--- src/piac_pkg.sv ---
// piac_pkg: constants, field layouts and types of the pi action and compare block
// assumes one clock domain and a plain register port with one-cycle read latency
package piac_pkg;
    // register byte offsets; command dword n sits at 4*n
    localparam logic [7:0] OFF_CTRL = 8'h40;
    localparam logic [7:0] OFF_NS_CFG = 8'h44;
    localparam logic [7:0] OFF_STATUS = 8'h48;
    localparam logic [7:0] OFF_PROGRESS = 8'h4c;
    // command dword indices
    localparam int DW_META_PTR_LO = 4;
    localparam int DW_DATA_PTR_LO = 6;
    localparam int DW_PI_CTRL = 12;
    localparam int DW_REF_TAG = 14;
    localparam int DW_APP_TAG = 15;
    // fields of dword 12 and of the pi field
    localparam int BLK_CNT_LSB = 0;
    localparam int PI_FIELD_LSB = 26;
    localparam int PI_ACT_BIT = 3;
    localparam int PI_CHK_GUARD = 2;
    localparam int PI_CHK_APP = 1;
    localparam int PI_CHK_REF = 0;
    // control, namespace config and status fields
    localparam int CTRL_START = 0;
    localparam int CTRL_OP_LSB = 1;
    localparam int CTRL_SGL = 3;
    localparam int CFG_PI_EN = 0;
    localparam int CFG_PI_LAST = 1;
    localparam int CFG_META_LSB = 4;
    localparam int STS_BUSY = 0;
    localparam int STS_CODE_LSB = 8;
    // protection tuple layout inside one 64-bit beat
    localparam int TUP_GUARD_LSB = 48;
    localparam int TUP_APP_LSB = 32;
    localparam int TUP_REF_LSB = 0;
    // reset values
    localparam logic [31:0] CMD_DW_RST = 32'h0000_0000;
    localparam logic [7:0] CFG_RST = 8'h00;
    localparam logic [15:0] GUARD_SEED = 16'h0000;
    // completion status codes
    localparam logic [7:0] STS_SUCCESS = 8'h00;
    localparam logic [7:0] STS_INVALID_PI = 8'h81;
    localparam logic [7:0] STS_GUARD_ERR = 8'ha0;
    localparam logic [7:0] STS_APP_ERR = 8'ha1;
    localparam logic [7:0] STS_REF_ERR = 8'ha2;
    localparam logic [7:0] STS_CMP_FAIL = 8'ha3;

    typedef enum logic [1:0] {OP_NONE, OP_READ, OP_WRITE, OP_COMPARE} piac_op_type;
    typedef enum logic [1:0] {ST_IDLE, ST_RUN, ST_INSERT, ST_DONE} piac_state_type;
endpackage : piac_pkg

--- src/piac_tuple_if.sv ---
// piac_tuple_if: one protection tuple with its expected fields and check results
// assumes the core drives the tuple side and the checker answers combinationally
`timescale 1ns/1ns
interface piac_tuple_if;
    logic [63:0] tuple;
    logic [15:0] guard_calc;
    logic [31:0] exp_ref;
    logic [15:0] exp_app;
    logic [15:0] app_mask;
    logic [2:0] check_sel;
    logic guard_err;
    logic app_err;
    logic ref_err;

    modport chk (
        input tuple, guard_calc, exp_ref, exp_app, app_mask, check_sel,
        output guard_err, app_err, ref_err
    );
    modport core (
        output tuple, guard_calc, exp_ref, exp_app, app_mask, check_sel,
        input guard_err, app_err, ref_err
    );
endinterface : piac_tuple_if

--- src/piac_tuple_chk.sv ---
// piac_tuple_chk: field-by-field check of one protection tuple
// assumes check_sel is already forced to zero when the namespace carries no pi
`timescale 1ns/1ns
module piac_tuple_chk (
    // tuple and expectations
    piac_tuple_if.chk pi
);
    // each field flags only while its select bit is set
    always_comb begin
        pi.guard_err = pi.check_sel[piac_pkg::PI_CHK_GUARD]
            && (pi.tuple[piac_pkg::TUP_GUARD_LSB +: 16] != pi.guard_calc);
        pi.app_err = pi.check_sel[piac_pkg::PI_CHK_APP]
            && (((pi.tuple[piac_pkg::TUP_APP_LSB +: 16] ^ pi.exp_app) & pi.app_mask)
            != 16'h0000);
        pi.ref_err = pi.check_sel[piac_pkg::PI_CHK_REF]
            && (pi.tuple[piac_pkg::TUP_REF_LSB +: 32] != pi.exp_ref);
    end
endmodule : piac_tuple_chk

--- src/piac_guard.sv ---
// piac_guard: one 64-bit step of the running guard crc, msb first
// assumes the caller holds the running value and reseeds it per block
`timescale 1ns/1ns
module piac_guard #(
    parameter logic [15:0] POLY = 16'h8bb7
) (
    // running value in and out
    input wire logic [15:0] crc_i,
    input wire logic [63:0] data_i,
    output logic [15:0] crc_o
);
    function automatic logic [15:0] crc_step(input logic [15:0] crc, input logic [63:0] data);
        logic [15:0] c;
        c = crc;
        for (int i = 63; i >= 0; i--) begin
            c = (c[15] ^ data[i]) ? ({c[14:0], 1'b0} ^ POLY) : {c[14:0], 1'b0};
        end
        return c;
    endfunction : crc_step

    // unrolled by synthesis; one beat per clock keeps the stream at full rate
    always_comb begin
        crc_o = crc_step(crc_i, data_i);
    end
endmodule : piac_guard

--- src/piac_core.sv ---
// piac_core: pi action and check handling plus the compare command engine
// assumes synchronous inputs on ref_clk_i, a beat sink that never stalls, and
// a source that presents medium and host beats of a compare side by side
`timescale 1ns/1ns
module piac_core #(
    parameter int DATA_BEATS = 64
) (
    // clock and reset
    input wire logic ref_clk_i,
    input wire logic reset_i,
    // register port
    input wire logic [7:0] reg_addr_i,
    input wire logic [31:0] reg_wdata_i,
    input wire logic reg_wr_i,
    input wire logic reg_rd_i,
    output logic [31:0] reg_rdata_o,
    // beat stream in
    input wire logic beat_valid_i,
    input wire logic [63:0] medium_data_i,
    input wire logic [63:0] host_data_i,
    output logic beat_ready_o,
    // beat stream out
    output logic out_valid_o,
    output logic [63:0] out_data_o,
    // completion
    output logic cpl_valid_o,
    output logic [7:0] cpl_status_o,
    // transfer description
    output logic [127:0] data_buffer_pointer_o,
    output logic [63:0] metadata_buffer_pointer_o,
    output logic xfer_sgl_o,
    output logic busy_o
);
    localparam int BCW = $clog2(DATA_BEATS + 16);
    localparam logic [BCW-1:0] DATA_BEATS_W = BCW'(DATA_BEATS);

    // refuse block sizes the beat counter cannot hold
    if (DATA_BEATS < 1 || DATA_BEATS > 4096) begin : g_bad_size
        $error("piac_core: DATA_BEATS must be 1 to 4096");
    end

    // register file state
    logic [31:0] cmd_dw_reg [16];
    logic [31:0] cmd_dw_next [16];
    piac_pkg::piac_op_type op_reg, op_next;
    logic sgl_reg, sgl_next;
    logic [7:0] cfg_reg, cfg_next;
    logic [31:0] rdata_reg, rdata_next;
    logic start;
    piac_pkg::piac_op_type op_start;

    // engine state
    piac_pkg::piac_state_type state_reg, state_next;
    logic [BCW-1:0] beat_cnt_reg, beat_cnt_next;
    logic [15:0] blk_idx_reg, blk_idx_next;
    logic [15:0] crc_reg, crc_next;
    logic [7:0] err_reg, err_next;
    logic ready_reg, ready_next;
    logic out_valid_reg, out_valid_next;
    logic [63:0] out_data_reg, out_data_next;
    logic cpl_valid_reg, cpl_valid_next;
    logic [7:0] cpl_status_reg, cpl_status_next;
    logic [127:0] data_ptr_reg, data_ptr_next;
    logic [63:0] meta_ptr_reg, meta_ptr_next;
    logic xsgl_reg, xsgl_next;
    logic busy_reg, busy_next;

    // decoded command and namespace settings
    logic [3:0] pi_control_field;
    logic [3:0] meta_beats;
    logic pi_present, pi_action_bit, ins_mode, taken, is_data, is_pi, last_beat;
    logic [2:0] pi_check_select;
    logic [BCW-1:0] meta_idx, src_beats;
    logic [15:0] block_count_minus_one;
    logic [63:0] src_data, gen_tuple;
    logic [15:0] guard_out;
    logic [31:0] exp_ref;

    piac_tuple_if pi_if ();

    piac_tuple_chk u_chk (
        .pi(pi_if.chk)
    );

    piac_guard u_guard (
        .crc_i(crc_reg),
        .data_i(src_data),
        .crc_o(guard_out)
    );

    // settings are live from the command dwords; writes are refused while busy
    always_comb begin
        pi_control_field = cmd_dw_reg[piac_pkg::DW_PI_CTRL][piac_pkg::PI_FIELD_LSB +: 4];
        block_count_minus_one = cmd_dw_reg[piac_pkg::DW_PI_CTRL][piac_pkg::BLK_CNT_LSB +: 16];
        meta_beats = cfg_reg[piac_pkg::CFG_META_LSB +: 4];
        pi_present = cfg_reg[piac_pkg::CFG_PI_EN] && (meta_beats != 4'h0);
        pi_action_bit = pi_present && pi_control_field[piac_pkg::PI_ACT_BIT];
        pi_check_select = pi_present ? pi_control_field[2:0] : 3'b000;
        ins_mode = pi_action_bit && (meta_beats == 4'h1);
        src_beats = (op_reg == piac_pkg::OP_WRITE && ins_mode) ? DATA_BEATS_W
            : DATA_BEATS_W + BCW'(meta_beats);
        is_data = beat_cnt_reg < DATA_BEATS_W;
        meta_idx = beat_cnt_reg - DATA_BEATS_W;
        is_pi = pi_present && !is_data && (cfg_reg[piac_pkg::CFG_PI_LAST]
            ? (meta_idx == BCW'(meta_beats) - BCW'(1)) : (meta_idx == '0));
        last_beat = beat_cnt_reg == src_beats - BCW'(1);
        taken = beat_valid_i && ready_reg;
        src_data = (op_reg == piac_pkg::OP_WRITE) ? host_data_i : medium_data_i;
        exp_ref = cmd_dw_reg[piac_pkg::DW_REF_TAG] + {16'h0000, blk_idx_reg};
        gen_tuple = {crc_reg, cmd_dw_reg[piac_pkg::DW_APP_TAG][15:0], exp_ref};
    end

    // tuple under check is always the source beat
    assign pi_if.tuple = src_data;
    assign pi_if.guard_calc = crc_reg;
    assign pi_if.exp_ref = exp_ref;
    assign pi_if.exp_app = cmd_dw_reg[piac_pkg::DW_APP_TAG][15:0];
    assign pi_if.app_mask = cmd_dw_reg[piac_pkg::DW_APP_TAG][31:16];
    assign pi_if.check_sel = pi_check_select;

    // register writes, start strobe and read mux
    always_comb begin
        cmd_dw_next = cmd_dw_reg;
        op_next = op_reg;
        sgl_next = sgl_reg;
        cfg_next = cfg_reg;
        rdata_next = 32'h0000_0000;
        start = 1'b0;
        op_start = piac_pkg::piac_op_type'(reg_wdata_i[piac_pkg::CTRL_OP_LSB +: 2]);
        if (reg_wr_i && state_reg == piac_pkg::ST_IDLE) begin
            if (reg_addr_i < piac_pkg::OFF_CTRL && reg_addr_i[1:0] == 2'b00) begin
                cmd_dw_next[reg_addr_i[5:2]] = reg_wdata_i;
            end else if (reg_addr_i == piac_pkg::OFF_CTRL) begin
                op_next = op_start;
                sgl_next = reg_wdata_i[piac_pkg::CTRL_SGL];
                start = reg_wdata_i[piac_pkg::CTRL_START] && op_start != piac_pkg::OP_NONE;
            end else if (reg_addr_i == piac_pkg::OFF_NS_CFG) begin
                cfg_next = reg_wdata_i[7:0];
            end
        end
        if (reg_rd_i) begin
            if (reg_addr_i < piac_pkg::OFF_CTRL && reg_addr_i[1:0] == 2'b00) begin
                rdata_next = cmd_dw_reg[reg_addr_i[5:2]];
            end else begin
                case (reg_addr_i)
                    piac_pkg::OFF_CTRL: rdata_next = {28'h000_0000, sgl_reg, op_reg, 1'b0};
                    piac_pkg::OFF_NS_CFG: rdata_next = {24'h00_0000, cfg_reg};
                    piac_pkg::OFF_STATUS: rdata_next = {16'h0000, cpl_status_reg, 7'h00, busy_reg};
                    piac_pkg::OFF_PROGRESS: rdata_next = {blk_idx_reg, 8'h00, err_reg};
                    default: rdata_next = 32'h0000_0000;
                endcase
            end
        end
    end

    always_ff @(posedge ref_clk_i or posedge reset_i) begin
        if (reset_i) begin
            for (int i = 0; i < 16; i++) begin
                cmd_dw_reg[i] <= piac_pkg::CMD_DW_RST;
            end
            op_reg <= piac_pkg::OP_NONE;
            sgl_reg <= 1'b0;
            cfg_reg <= piac_pkg::CFG_RST;
            rdata_reg <= 32'h0000_0000;
        end else begin
            cmd_dw_reg <= cmd_dw_next;
            op_reg <= op_next;
            sgl_reg <= sgl_next;
            cfg_reg <= cfg_next;
            rdata_reg <= rdata_next;
        end
    end

    // command engine: whole range runs even after a check or compare error so the stream stays aligned
    always_comb begin
        state_next = state_reg;
        beat_cnt_next = beat_cnt_reg;
        blk_idx_next = blk_idx_reg;
        crc_next = crc_reg;
        err_next = err_reg;
        out_valid_next = 1'b0;
        out_data_next = out_data_reg;
        cpl_valid_next = 1'b0;
        cpl_status_next = cpl_status_reg;
        data_ptr_next = data_ptr_reg;
        meta_ptr_next = meta_ptr_reg;
        xsgl_next = xsgl_reg;
        case (state_reg)
            piac_pkg::ST_IDLE: begin
                if (start) begin
                    // same fields serve prp and sgl; the flag says which
                    data_ptr_next = {cmd_dw_reg[piac_pkg::DW_DATA_PTR_LO + 3],
                        cmd_dw_reg[piac_pkg::DW_DATA_PTR_LO + 2],
                        cmd_dw_reg[piac_pkg::DW_DATA_PTR_LO + 1],
                        cmd_dw_reg[piac_pkg::DW_DATA_PTR_LO]};
                    meta_ptr_next = {cmd_dw_reg[piac_pkg::DW_META_PTR_LO + 1],
                        cmd_dw_reg[piac_pkg::DW_META_PTR_LO]};
                    xsgl_next = reg_wdata_i[piac_pkg::CTRL_SGL];
                    beat_cnt_next = '0;
                    blk_idx_next = 16'h0000;
                    crc_next = piac_pkg::GUARD_SEED;
                    err_next = piac_pkg::STS_SUCCESS;
                    if (op_start == piac_pkg::OP_COMPARE && pi_action_bit) begin
                        err_next = piac_pkg::STS_INVALID_PI;
                        state_next = piac_pkg::ST_DONE;
                    end else begin
                        state_next = piac_pkg::ST_RUN;
                    end
                end
            end
            piac_pkg::ST_RUN: begin
                if (taken) begin
                    if (is_data) begin
                        crc_next = guard_out;
                    end
                    // first error found keeps its status to the end
                    if (err_reg == piac_pkg::STS_SUCCESS) begin
                        if (is_pi && !(op_reg == piac_pkg::OP_WRITE && pi_action_bit)) begin
                            if (pi_if.guard_err) begin
                                err_next = piac_pkg::STS_GUARD_ERR;
                            end else if (pi_if.app_err) begin
                                err_next = piac_pkg::STS_APP_ERR;
                            end else if (pi_if.ref_err) begin
                                err_next = piac_pkg::STS_REF_ERR;
                            end
                        end else if (op_reg == piac_pkg::OP_COMPARE
                            && medium_data_i != host_data_i) begin
                            err_next = piac_pkg::STS_CMP_FAIL;
                        end
                    end
                    if (op_reg == piac_pkg::OP_READ) begin
                        out_valid_next = !(is_pi && ins_mode);
                        out_data_next = medium_data_i;
                    end else if (op_reg == piac_pkg::OP_WRITE) begin
                        out_valid_next = 1'b1;
                        out_data_next = (is_pi && pi_action_bit) ? gen_tuple : host_data_i;
                    end
                    if (!last_beat) begin
                        beat_cnt_next = beat_cnt_reg + BCW'(1);
                    end else begin
                        beat_cnt_next = '0;
                        if (op_reg == piac_pkg::OP_WRITE && ins_mode) begin
                            state_next = piac_pkg::ST_INSERT;
                        end else begin
                            crc_next = piac_pkg::GUARD_SEED;
                            blk_idx_next = blk_idx_reg + 16'h0001;
                            if (blk_idx_reg == block_count_minus_one) begin
                                state_next = piac_pkg::ST_DONE;
                            end
                        end
                    end
                end
            end
            piac_pkg::ST_INSERT: begin
                out_valid_next = 1'b1;
                out_data_next = gen_tuple;
                crc_next = piac_pkg::GUARD_SEED;
                blk_idx_next = blk_idx_reg + 16'h0001;
                state_next = (blk_idx_reg == block_count_minus_one) ? piac_pkg::ST_DONE
                    : piac_pkg::ST_RUN;
            end
            piac_pkg::ST_DONE: begin
                cpl_valid_next = 1'b1;
                cpl_status_next = err_reg;
                state_next = piac_pkg::ST_IDLE;
            end
            default: state_next = piac_pkg::ST_IDLE;
        endcase
        ready_next = state_next == piac_pkg::ST_RUN;
        busy_next = state_next != piac_pkg::ST_IDLE;
    end

    always_ff @(posedge ref_clk_i or posedge reset_i) begin
        if (reset_i) begin
            state_reg <= piac_pkg::ST_IDLE;
            beat_cnt_reg <= '0;
            blk_idx_reg <= 16'h0000;
            crc_reg <= piac_pkg::GUARD_SEED;
            err_reg <= piac_pkg::STS_SUCCESS;
            ready_reg <= 1'b0;
            out_valid_reg <= 1'b0;
            out_data_reg <= 64'h0000_0000_0000_0000;
            cpl_valid_reg <= 1'b0;
            cpl_status_reg <= piac_pkg::STS_SUCCESS;
            data_ptr_reg <= '0;
            meta_ptr_reg <= 64'h0000_0000_0000_0000;
            xsgl_reg <= 1'b0;
            busy_reg <= 1'b0;
        end else begin
            state_reg <= state_next;
            beat_cnt_reg <= beat_cnt_next;
            blk_idx_reg <= blk_idx_next;
            crc_reg <= crc_next;
            err_reg <= err_next;
            ready_reg <= ready_next;
            out_valid_reg <= out_valid_next;
            out_data_reg <= out_data_next;
            cpl_valid_reg <= cpl_valid_next;
            cpl_status_reg <= cpl_status_next;
            data_ptr_reg <= data_ptr_next;
            meta_ptr_reg <= meta_ptr_next;
            xsgl_reg <= xsgl_next;
            busy_reg <= busy_next;
        end
    end

    // outputs straight from flops
    assign reg_rdata_o = rdata_reg;
    assign beat_ready_o = ready_reg;
    assign out_valid_o = out_valid_reg;
    assign out_data_o = out_data_reg;
    assign cpl_valid_o = cpl_valid_reg;
    assign cpl_status_o = cpl_status_reg;
    assign data_buffer_pointer_o = data_ptr_reg;
    assign metadata_buffer_pointer_o = meta_ptr_reg;
    assign xfer_sgl_o = xsgl_reg;
    assign busy_o = busy_reg;
endmodule : piac_core

--- config.mk ---
export PLATFORM = sky130hd
export DESIGN_NAME = piac_core
export DESIGN_NICKNAME = d
export VERILOG_FILES = /design/src/piac_pkg.sv /design/src/piac_tuple_if.sv /design/src/piac_tuple_chk.sv /design/src/piac_guard.sv /design/src/piac_core.sv
export SDC_FILE = /design/constraint.sdc
export NUM_CORES = 2
export LEC_CHECK = 0
export BUFFER_PORTS_ARGS = -buffer_cell sky130_fd_sc_hd__buf_4
export CORE_ASPECT_RATIO = 1.4
export CORE_UTILIZATION = 51
export DETAILED_ROUTE_END_ITERATION = 12
export PLACE_DENSITY_LB_ADDON = 0.1
export SYNTH_ARGS = -nofsm -noshare
export SYNTH_HDL_FRONTEND = slang
export SYNTH_SLANG_ARGS = --single-unit
--- constraint.sdc ---
create_clock -name ref_clk_i -period 31.7 [get_ports ref_clk_i]
set_input_delay 3.17 -clock ref_clk_i [delete_from_list [all_inputs] [get_ports ref_clk_i]]
set_output_delay 3.17 -clock ref_clk_i [all_outputs]
set_load 0.1 [all_outputs]
# Word level (Yosys, flattened, before mapping)
# Cells that the tools add are included.
totals:
  ff_bits: 873
  latch_bits: 0
  mem_bits_rw: 0
  mem_bits_ro: 0
  in_bits: 173
  output_inout_bits: 301
  wordCells: 370
  mem_count: 0
op_classes:
  add_sub_neg: 7
  mul: 0
  div: 0
  magnitude_cmp: 4
  n_eq_ne: 27
  shifts: 0
  mux: 122
  bitwise: 133
  reduce_logical: 43
ops:
  columns: ["operator", "n"]
  rows:
  - ["$mux 16", 72]
  - ["$not 10->10", 64]
  - ["$bwmux 512", 1]
  - ["$mux 64", 5]
  - ["$mux 32", 5]
  - ["$bmux 32 s4", 1]
  - ["$demux 32 s4", 1]
  - ["$pmux 32 s4", 1]
  - ["$pmux 64 s2", 1]
  - ["$pmux 16 s3", 2]
  - ["$mux 8", 9]
  - ["$ne 64x64->1", 1]
  - ["$xor 1x1->1", 64]
  - ["$add 32x16->32", 1]
  - ["$eq 8x7->1 const B", 4]
  - ["$ne 32x32->1", 1]
  - ["$mux 7", 4]
  - ["$logic_and 1x1->1", 20]
  - ["$add 16x1->16 const B", 1]
  - ["$and 16x16->16", 1]
  - ["$eq 16x16->1", 1]
  - ["$ne 16x16->1", 1]
  - ["$pmux 8 s2", 1]
  - ["$reduce_bool 16->1", 1]
  - ["37 further kinds", 73]

# Logic depth before layout (Yosys ltp)
logic_depth:
  depth_word: 135
  depth_mapped: 28
  depth_no_buf: 25

# Cells and area by module
# From an unflattened synthesis, not the netlist that was laid out.
hier_totals:
  hier_cells: 3881
  area_unflattened_um2: 48337.6
by_module_without_submodules:
  columns: ["module", "n_inst", "cells_per_inst", "area_each_um2", "seq_area_each_um2"]
  rows:
  - ["piac_core", 1, 3386, 41466.0, 21645.8]
  - ["piac_guard", 1, 404, 6124.6, 0.0]
  - ["piac_tuple_chk", 1, 91, 747.0, 0.0]

# Worst setup path after synthesis
# No wires, ideal clock.
synth_path:
  path_type: "input port to flip-flop"
  start: "input medium_data_i[63]"
  end: "register crc_reg[7]"
  setup_ps: 121
  arrival_time_ps: 9658
  required_ps: 31579
  setup_slack_ps: 21921
  path_stages: 23
  n_path_buf: 1
  path_cell_list: "clkbuf_1 -> mux2i_2 -> xnor2_2 -> xor3_1 -> xnor3_2 -> xnor2_2 -> xnor3_2 -> xnor3_1 -> xnor3_2 -> xor2_4 -> xor2_2 -> xnor2_4 -> xor3_2 -> xnor2_1 -> xnor2_2 -> xor2_1 -> xnor2_4 -> xnor2_4 -> xor2_1 -> xnor2_2 -> xor2_1 -> xnor2_1 -> a22o_1"
synth_between:
  elab_chain_len: 134
  elab_cells_between_ends: 197
  cone_classes: "mux (70); bitwise (127)"
synth_rtl:
  columns: ["element", "line", "text"]
  rows:
  - ["start: declaration", "piac_core.sv:19", "input wire logic [63:0] medium_data_i,"]
  - ["$mux 64 (*)", "piac_core.sv:108", "src_data = (op_reg == piac_pkg::OP_WRITE) ? host_data_i : medium_data_i;"]
  - ["$xor 1x1->1 (*)", "piac_guard.sv:16", "c = (c[15] ^ data[i]) ? ({c[14:0], 1'b0} ^ POLY) : {c[14:0], 1'b0};"]
  - ["$mux 16 (*)", "piac_guard.sv:16", null]
  - ["$xor 1x1->1", "piac_guard.sv:16", null]
  - ["$mux 16 (*)", "piac_guard.sv:16", null]
  - ["$xor 1x1->1", "piac_guard.sv:16", null]
  - ["$mux 16 (*)", "piac_guard.sv:16", null]
  - ["$xor 1x1->1", "piac_guard.sv:16", null]
  - ["[... 118 more ...]", null, null]
  - ["$mux 16 (*)", "piac_guard.sv:16", null]
  - ["$xor 1x1->1", "piac_guard.sv:16", null]
  - ["$mux 16 (*)", "piac_guard.sv:16", null]
  - ["$mux 16 (*)", "piac_core.sv:213", "if (is_data) begin"]
  - ["$mux 16", "piac_core.sv:242", "if (op_reg == piac_pkg::OP_WRITE && ins_mode) begin"]
  - ["$mux 16 (*)", "piac_core.sv:238", "if (!last_beat) begin"]
  - ["$mux 16 (*)", "piac_core.sv:212", "if (taken) begin"]
  - ["$pmux 16 s3 (*)", "piac_core.sv:188", "case (state_reg)"]
  - ["end signal: assignment", "piac_core.sv:278", "crc_reg <= piac_pkg::GUARD_SEED;"]
  - ["end signal: assignment", "piac_core.sv:293", "crc_reg <= crc_next;"]
  - ["end: declaration", "piac_core.sv:56", "logic [15:0] crc_reg, crc_next;"]
# Every way passes the cells marked *; elsewhere a longest branch is shown, timed or not. The select of a mux whose other input is x is not followed.
# A chain may end at the register's enable or synchronous reset.

# Worst setup path in the final report
layout_path:
  start: "input host_data_i[50]"
  end: "register crc_reg[7]"
layout_between:
  elab_chain_len: 108
  elab_cells_between_ends: 158
  cone_classes: "mux (57); bitwise (101)"
layout_rtl:
  columns: ["element", "line", "text"]
  rows:
  - ["start: declaration", "piac_core.sv:20", "input wire logic [63:0] host_data_i,"]
  - ["$mux 64 (*)", "piac_core.sv:108", null]
  - ["$xor 1x1->1 (*)", "piac_guard.sv:16", null]
  - ["$mux 16 (*)", "piac_guard.sv:16", null]
  - ["$xor 1x1->1", "piac_guard.sv:16", null]
  - ["$mux 16 (*)", "piac_guard.sv:16", null]
  - ["$xor 1x1->1", "piac_guard.sv:16", null]
  - ["$mux 16 (*)", "piac_guard.sv:16", null]
  - ["$xor 1x1->1", "piac_guard.sv:16", null]
  - ["[... 92 more ...]", null, null]
  - ["$mux 16 (*)", "piac_guard.sv:16", null]
  - ["$xor 1x1->1", "piac_guard.sv:16", null]
  - ["$mux 16 (*)", "piac_guard.sv:16", null]
  - ["$mux 16 (*)", "piac_core.sv:213", null]
  - ["$mux 16", "piac_core.sv:242", null]
  - ["$mux 16 (*)", "piac_core.sv:238", null]
  - ["$mux 16 (*)", "piac_core.sv:212", null]
  - ["$pmux 16 s3 (*)", "piac_core.sv:188", null]
# Marked as above.

==> results.json <==
{
  "grt_use_total_pct": 31.8,
  "synth_edf_count": 0,
  "whs_ns": 0.481,
  "io_pins": 474,
  "insertion_delay_ns": 0.67,
  "timing.fmax_ghz": 0.101,
  "post_cts_resized": 0,
  "antennaDiodeCount": 0,
  "finalSetupTns_ns": 0,
  "antenna_found_initial": 1,
  "die_h_um": 358,
  "ys_ff_latch": 865,
  "critPathKind": "in -> reg",
  "critPathMaxFanout": 6,
  "ctsHoldBuffers": 0,
  "dr.pass1.iters": 5,
  "rr_worst_depth": 25,
  "status": "completed",
  "die-area_mm2": 0.0919,
  "yosysMostFrequentCell": "dfrtp_1",
  "synthFlopType": "dfrtp_1",
  "reg2reg_setup_slack_ns": 22.48,
  "ys_warn_count": 0,
  "die_x_um": 256,
  "yosysTopAreaCell": "dfrtp_1",
  "ant_nets": 0,
  "grt_pass1_wl_mm": 214,
  "drc": 0,
  "start_kind": "primary input",
  "min_from": "out_data_o[18]",
  "hold_viol_final": 0,
  "synth_commonest_cells": "865 x dfrtp_1, 725 x mux2_2, 350 x xnor2_1",
  "gp_congestion": 0.950,
  "dpl_cell_area_mm2": 0.0510,
  "rsz0062_at_grt": "false",
  "fp-row-count": 130,
  "synth_compound_area_share_pct": 4.96,
  "maxCapViolCount": 0,
  "avgSynthCellArea_um2": 13.4,
  "clock-sinks": 865,
  "min_to": "out_data_o[18]",
  "core_mm2": 0.0898,
  "slew_violations": 0,
  "post-route-min-period_ns": 9.94,
  "clk_path_buf_depth": 3,
  "design_area_mm2": 0.0538,
  "r2r_start": "op_reg[0]",
  "grt_pass1_vias": 31065,
  "synth.top_cell.area_share_pct": 46.8,
  "fillers": 7369,
  "ys_types": 68,
  "drive_above_1_share_pct": 42.5,
  "routed_wl_mm": 146,
  "synthMuxAreaShare_pct": 27.2,
  "dr_total_vias": 30175,
  "yosys.area_share.simple_pct": 4.14,
  "start_util_pct": 51.5,
  "synth_top_family_by_area": "multiplexers",
  "post-route-period-util_pct": 31.4,
  "dp_hpwl_mm": 108,
  "setup_violations": 0,
  "ys_seq_area_share_pct": 46.8,
  "mappedNetlistArea_mm2": 0.0462,
  "syn_inst": 3444,
  "grt_max_degree": 186,
  "synth_fa_ha_area_share_pct": 0.828,
  "r2r-end": "crc_reg[7]",
  "routed_via_density": 5.94,
  "portBuffers": 469,
  "synthTopCellsByArea": "dfrtp_1 47%, mux2_2 18%, mux4_2 7.8%, xnor2_1 6.6%, xor2_1 2.0%",
  "cp.required_ns": 32.25,
  "tightest_slew_ns": 1.13,
  "grt_overflow_total": 0,
  "cts_setup_buffers": 0,
  "hold_class": "reg -> reg",
  "hold_depth": 2,
  "largest_reg_flops": 496,
  "wl_per_cell_um": 28.7,
  "cts_tree": "built",
  "syn_to_final_growth_pct": 16.4,
  "synth-xor-area-share_pct": 13.8,
  "drt_iter0_drc": 2039,
  "slew_headroom_pct": 22.9,
  "arrival_ns": 10.49,
  "clockRootBuffer": "clkbuf_16",
  "cts.clk_slew.worst_paths_ns": 0.06,
  "htree_levels": 3,
  "numCtsBuffers": 84,
  "ys_async_sr_fraction_pct": 100,
  "critPathCaptureType": "flop",
  "finalNetCount": 4033,
  "skew_ns": 0.0427
}
## critical path, cell delays in order
cell     delay, ns
buf_4         0.11
mux2i_1       0.10
xnor2_1       0.54
xnor2_1       0.18
xnor2_1       0.54
xnor3_1       0.64
xnor2_2       0.21
xnor2_2       0.51
xnor3_1       0.44
xnor3_1       0.49
xnor2_2       0.47
xnor2_4       0.20
xor3_2        0.46
xnor2_1       0.26
xnor2_2       0.16
xor2_1        0.44
xnor2_4       0.20
xnor2_4       0.27
xor2_1        0.32
xnor2_2       0.19
xor2_1        0.26
xnor2_1       0.10
a22o_1        0.19
## layer usage
layer  part of all wire [%]  vias up  track usage, %  wire length (um)
met3                    5.8      256            5.59              8470
met4                    5.3        2            15.9              7760
met5                 0.0089        -               0                13
met2                     50      983            53.9             72600
li1                       -    13181               -                 -
met1                     39    15753            39.5             57200
## cells by family after synthesis
family                     after synthesis
DFF                                    865
adders and majority gates               30
AOI/OAI and AO/OA                      350
other                                    1
muxes                                  960
xor gates and xnor gates               570
buffers and inverters                  262
and+or+nand+nor                        406
## worst max-delay path by stage
stage               startpoint               to  depth (start not counted)
2_1_floorplan          reset_i  beat_cnt_reg[0]                          1
3_3_place_gp   host_data_i[57]       crc_reg[7]                         23
3_5_place_dp   host_data_i[50]       crc_reg[7]                         23
4_1_cts        host_data_i[50]       crc_reg[7]                         23
5_1_grt        host_data_i[50]       crc_reg[7]                         23
6_report       host_data_i[50]       crc_reg[7]                         23
## area by class of cell
| class | instances | area [um2] | share of cell area, % |
|---|---|---|---|
| Multi-Input combinational cell | 2320 | 23700 | 44.1 |
| Sequential cell | 865 | 21600 | 40.2 |
| Timing Repair Buffer | 526 | 3970 | 7.38 |
| Clock buffer | 121 | 2470 | 4.60 |
| Tap cell | 1188 | 1490 | 2.76 |
| Clock inverter | 30 | 382 | 0.709 |
| Inverter | 33 | 131 | 0.244 |
## cell usage in the layout, fill, tap and decap left out, types with 13 or more instances in the layout
cell / netlist / layout
a22o_1: 22 / 22
clkinv_2: 0 / 14
inv_1: 33 / 32
nor4_1: 16 / 14
mux4_2: 160 / 160
clkbuf_1: 207 / 15
o21ai_0: 92 / 92
a22oi_1: 89 / 89
o21bai_1: 13 / 13
dfrtp_1: 865 / 865
a21oi_1: 72 / 72
buf_4: 5 / 523
mux2_2: 725 / 725
xnor3_1: 35 / 35
nor2b_1: 28 / 28
xnor2_2: 43 / 43
xor2_1: 103 / 103
nand2_1: 121 / 121
ha_1: 29 / 26
clkbuf_8: 0 / 21
nor2_1: 119 / 106
clkbuf_16: 0 / 85
mux2i_1: 68 / 67
xnor2_1: 350 / 350
nand3_1: 20 / 20
a221oi_1: 27 / 27
nand4_1: 42 / 42
## per-stage QoR
stage	setup WS [ns]	util (%)	std cells
6_report	21.76	59.9	5083
5_1_grt	21.54	59.9	5083
3_3_place_gp	21.23	56.7	4932
4_1_cts	21.85	59.9	5083
2_1_floorplan	4.22	-	3447
3_5_place_dp	21.17	56.7	4932
Power is left out: the tool's default activity adds up to more than one toggle a clock period on the data nets, which glitch-free logic cannot reach.
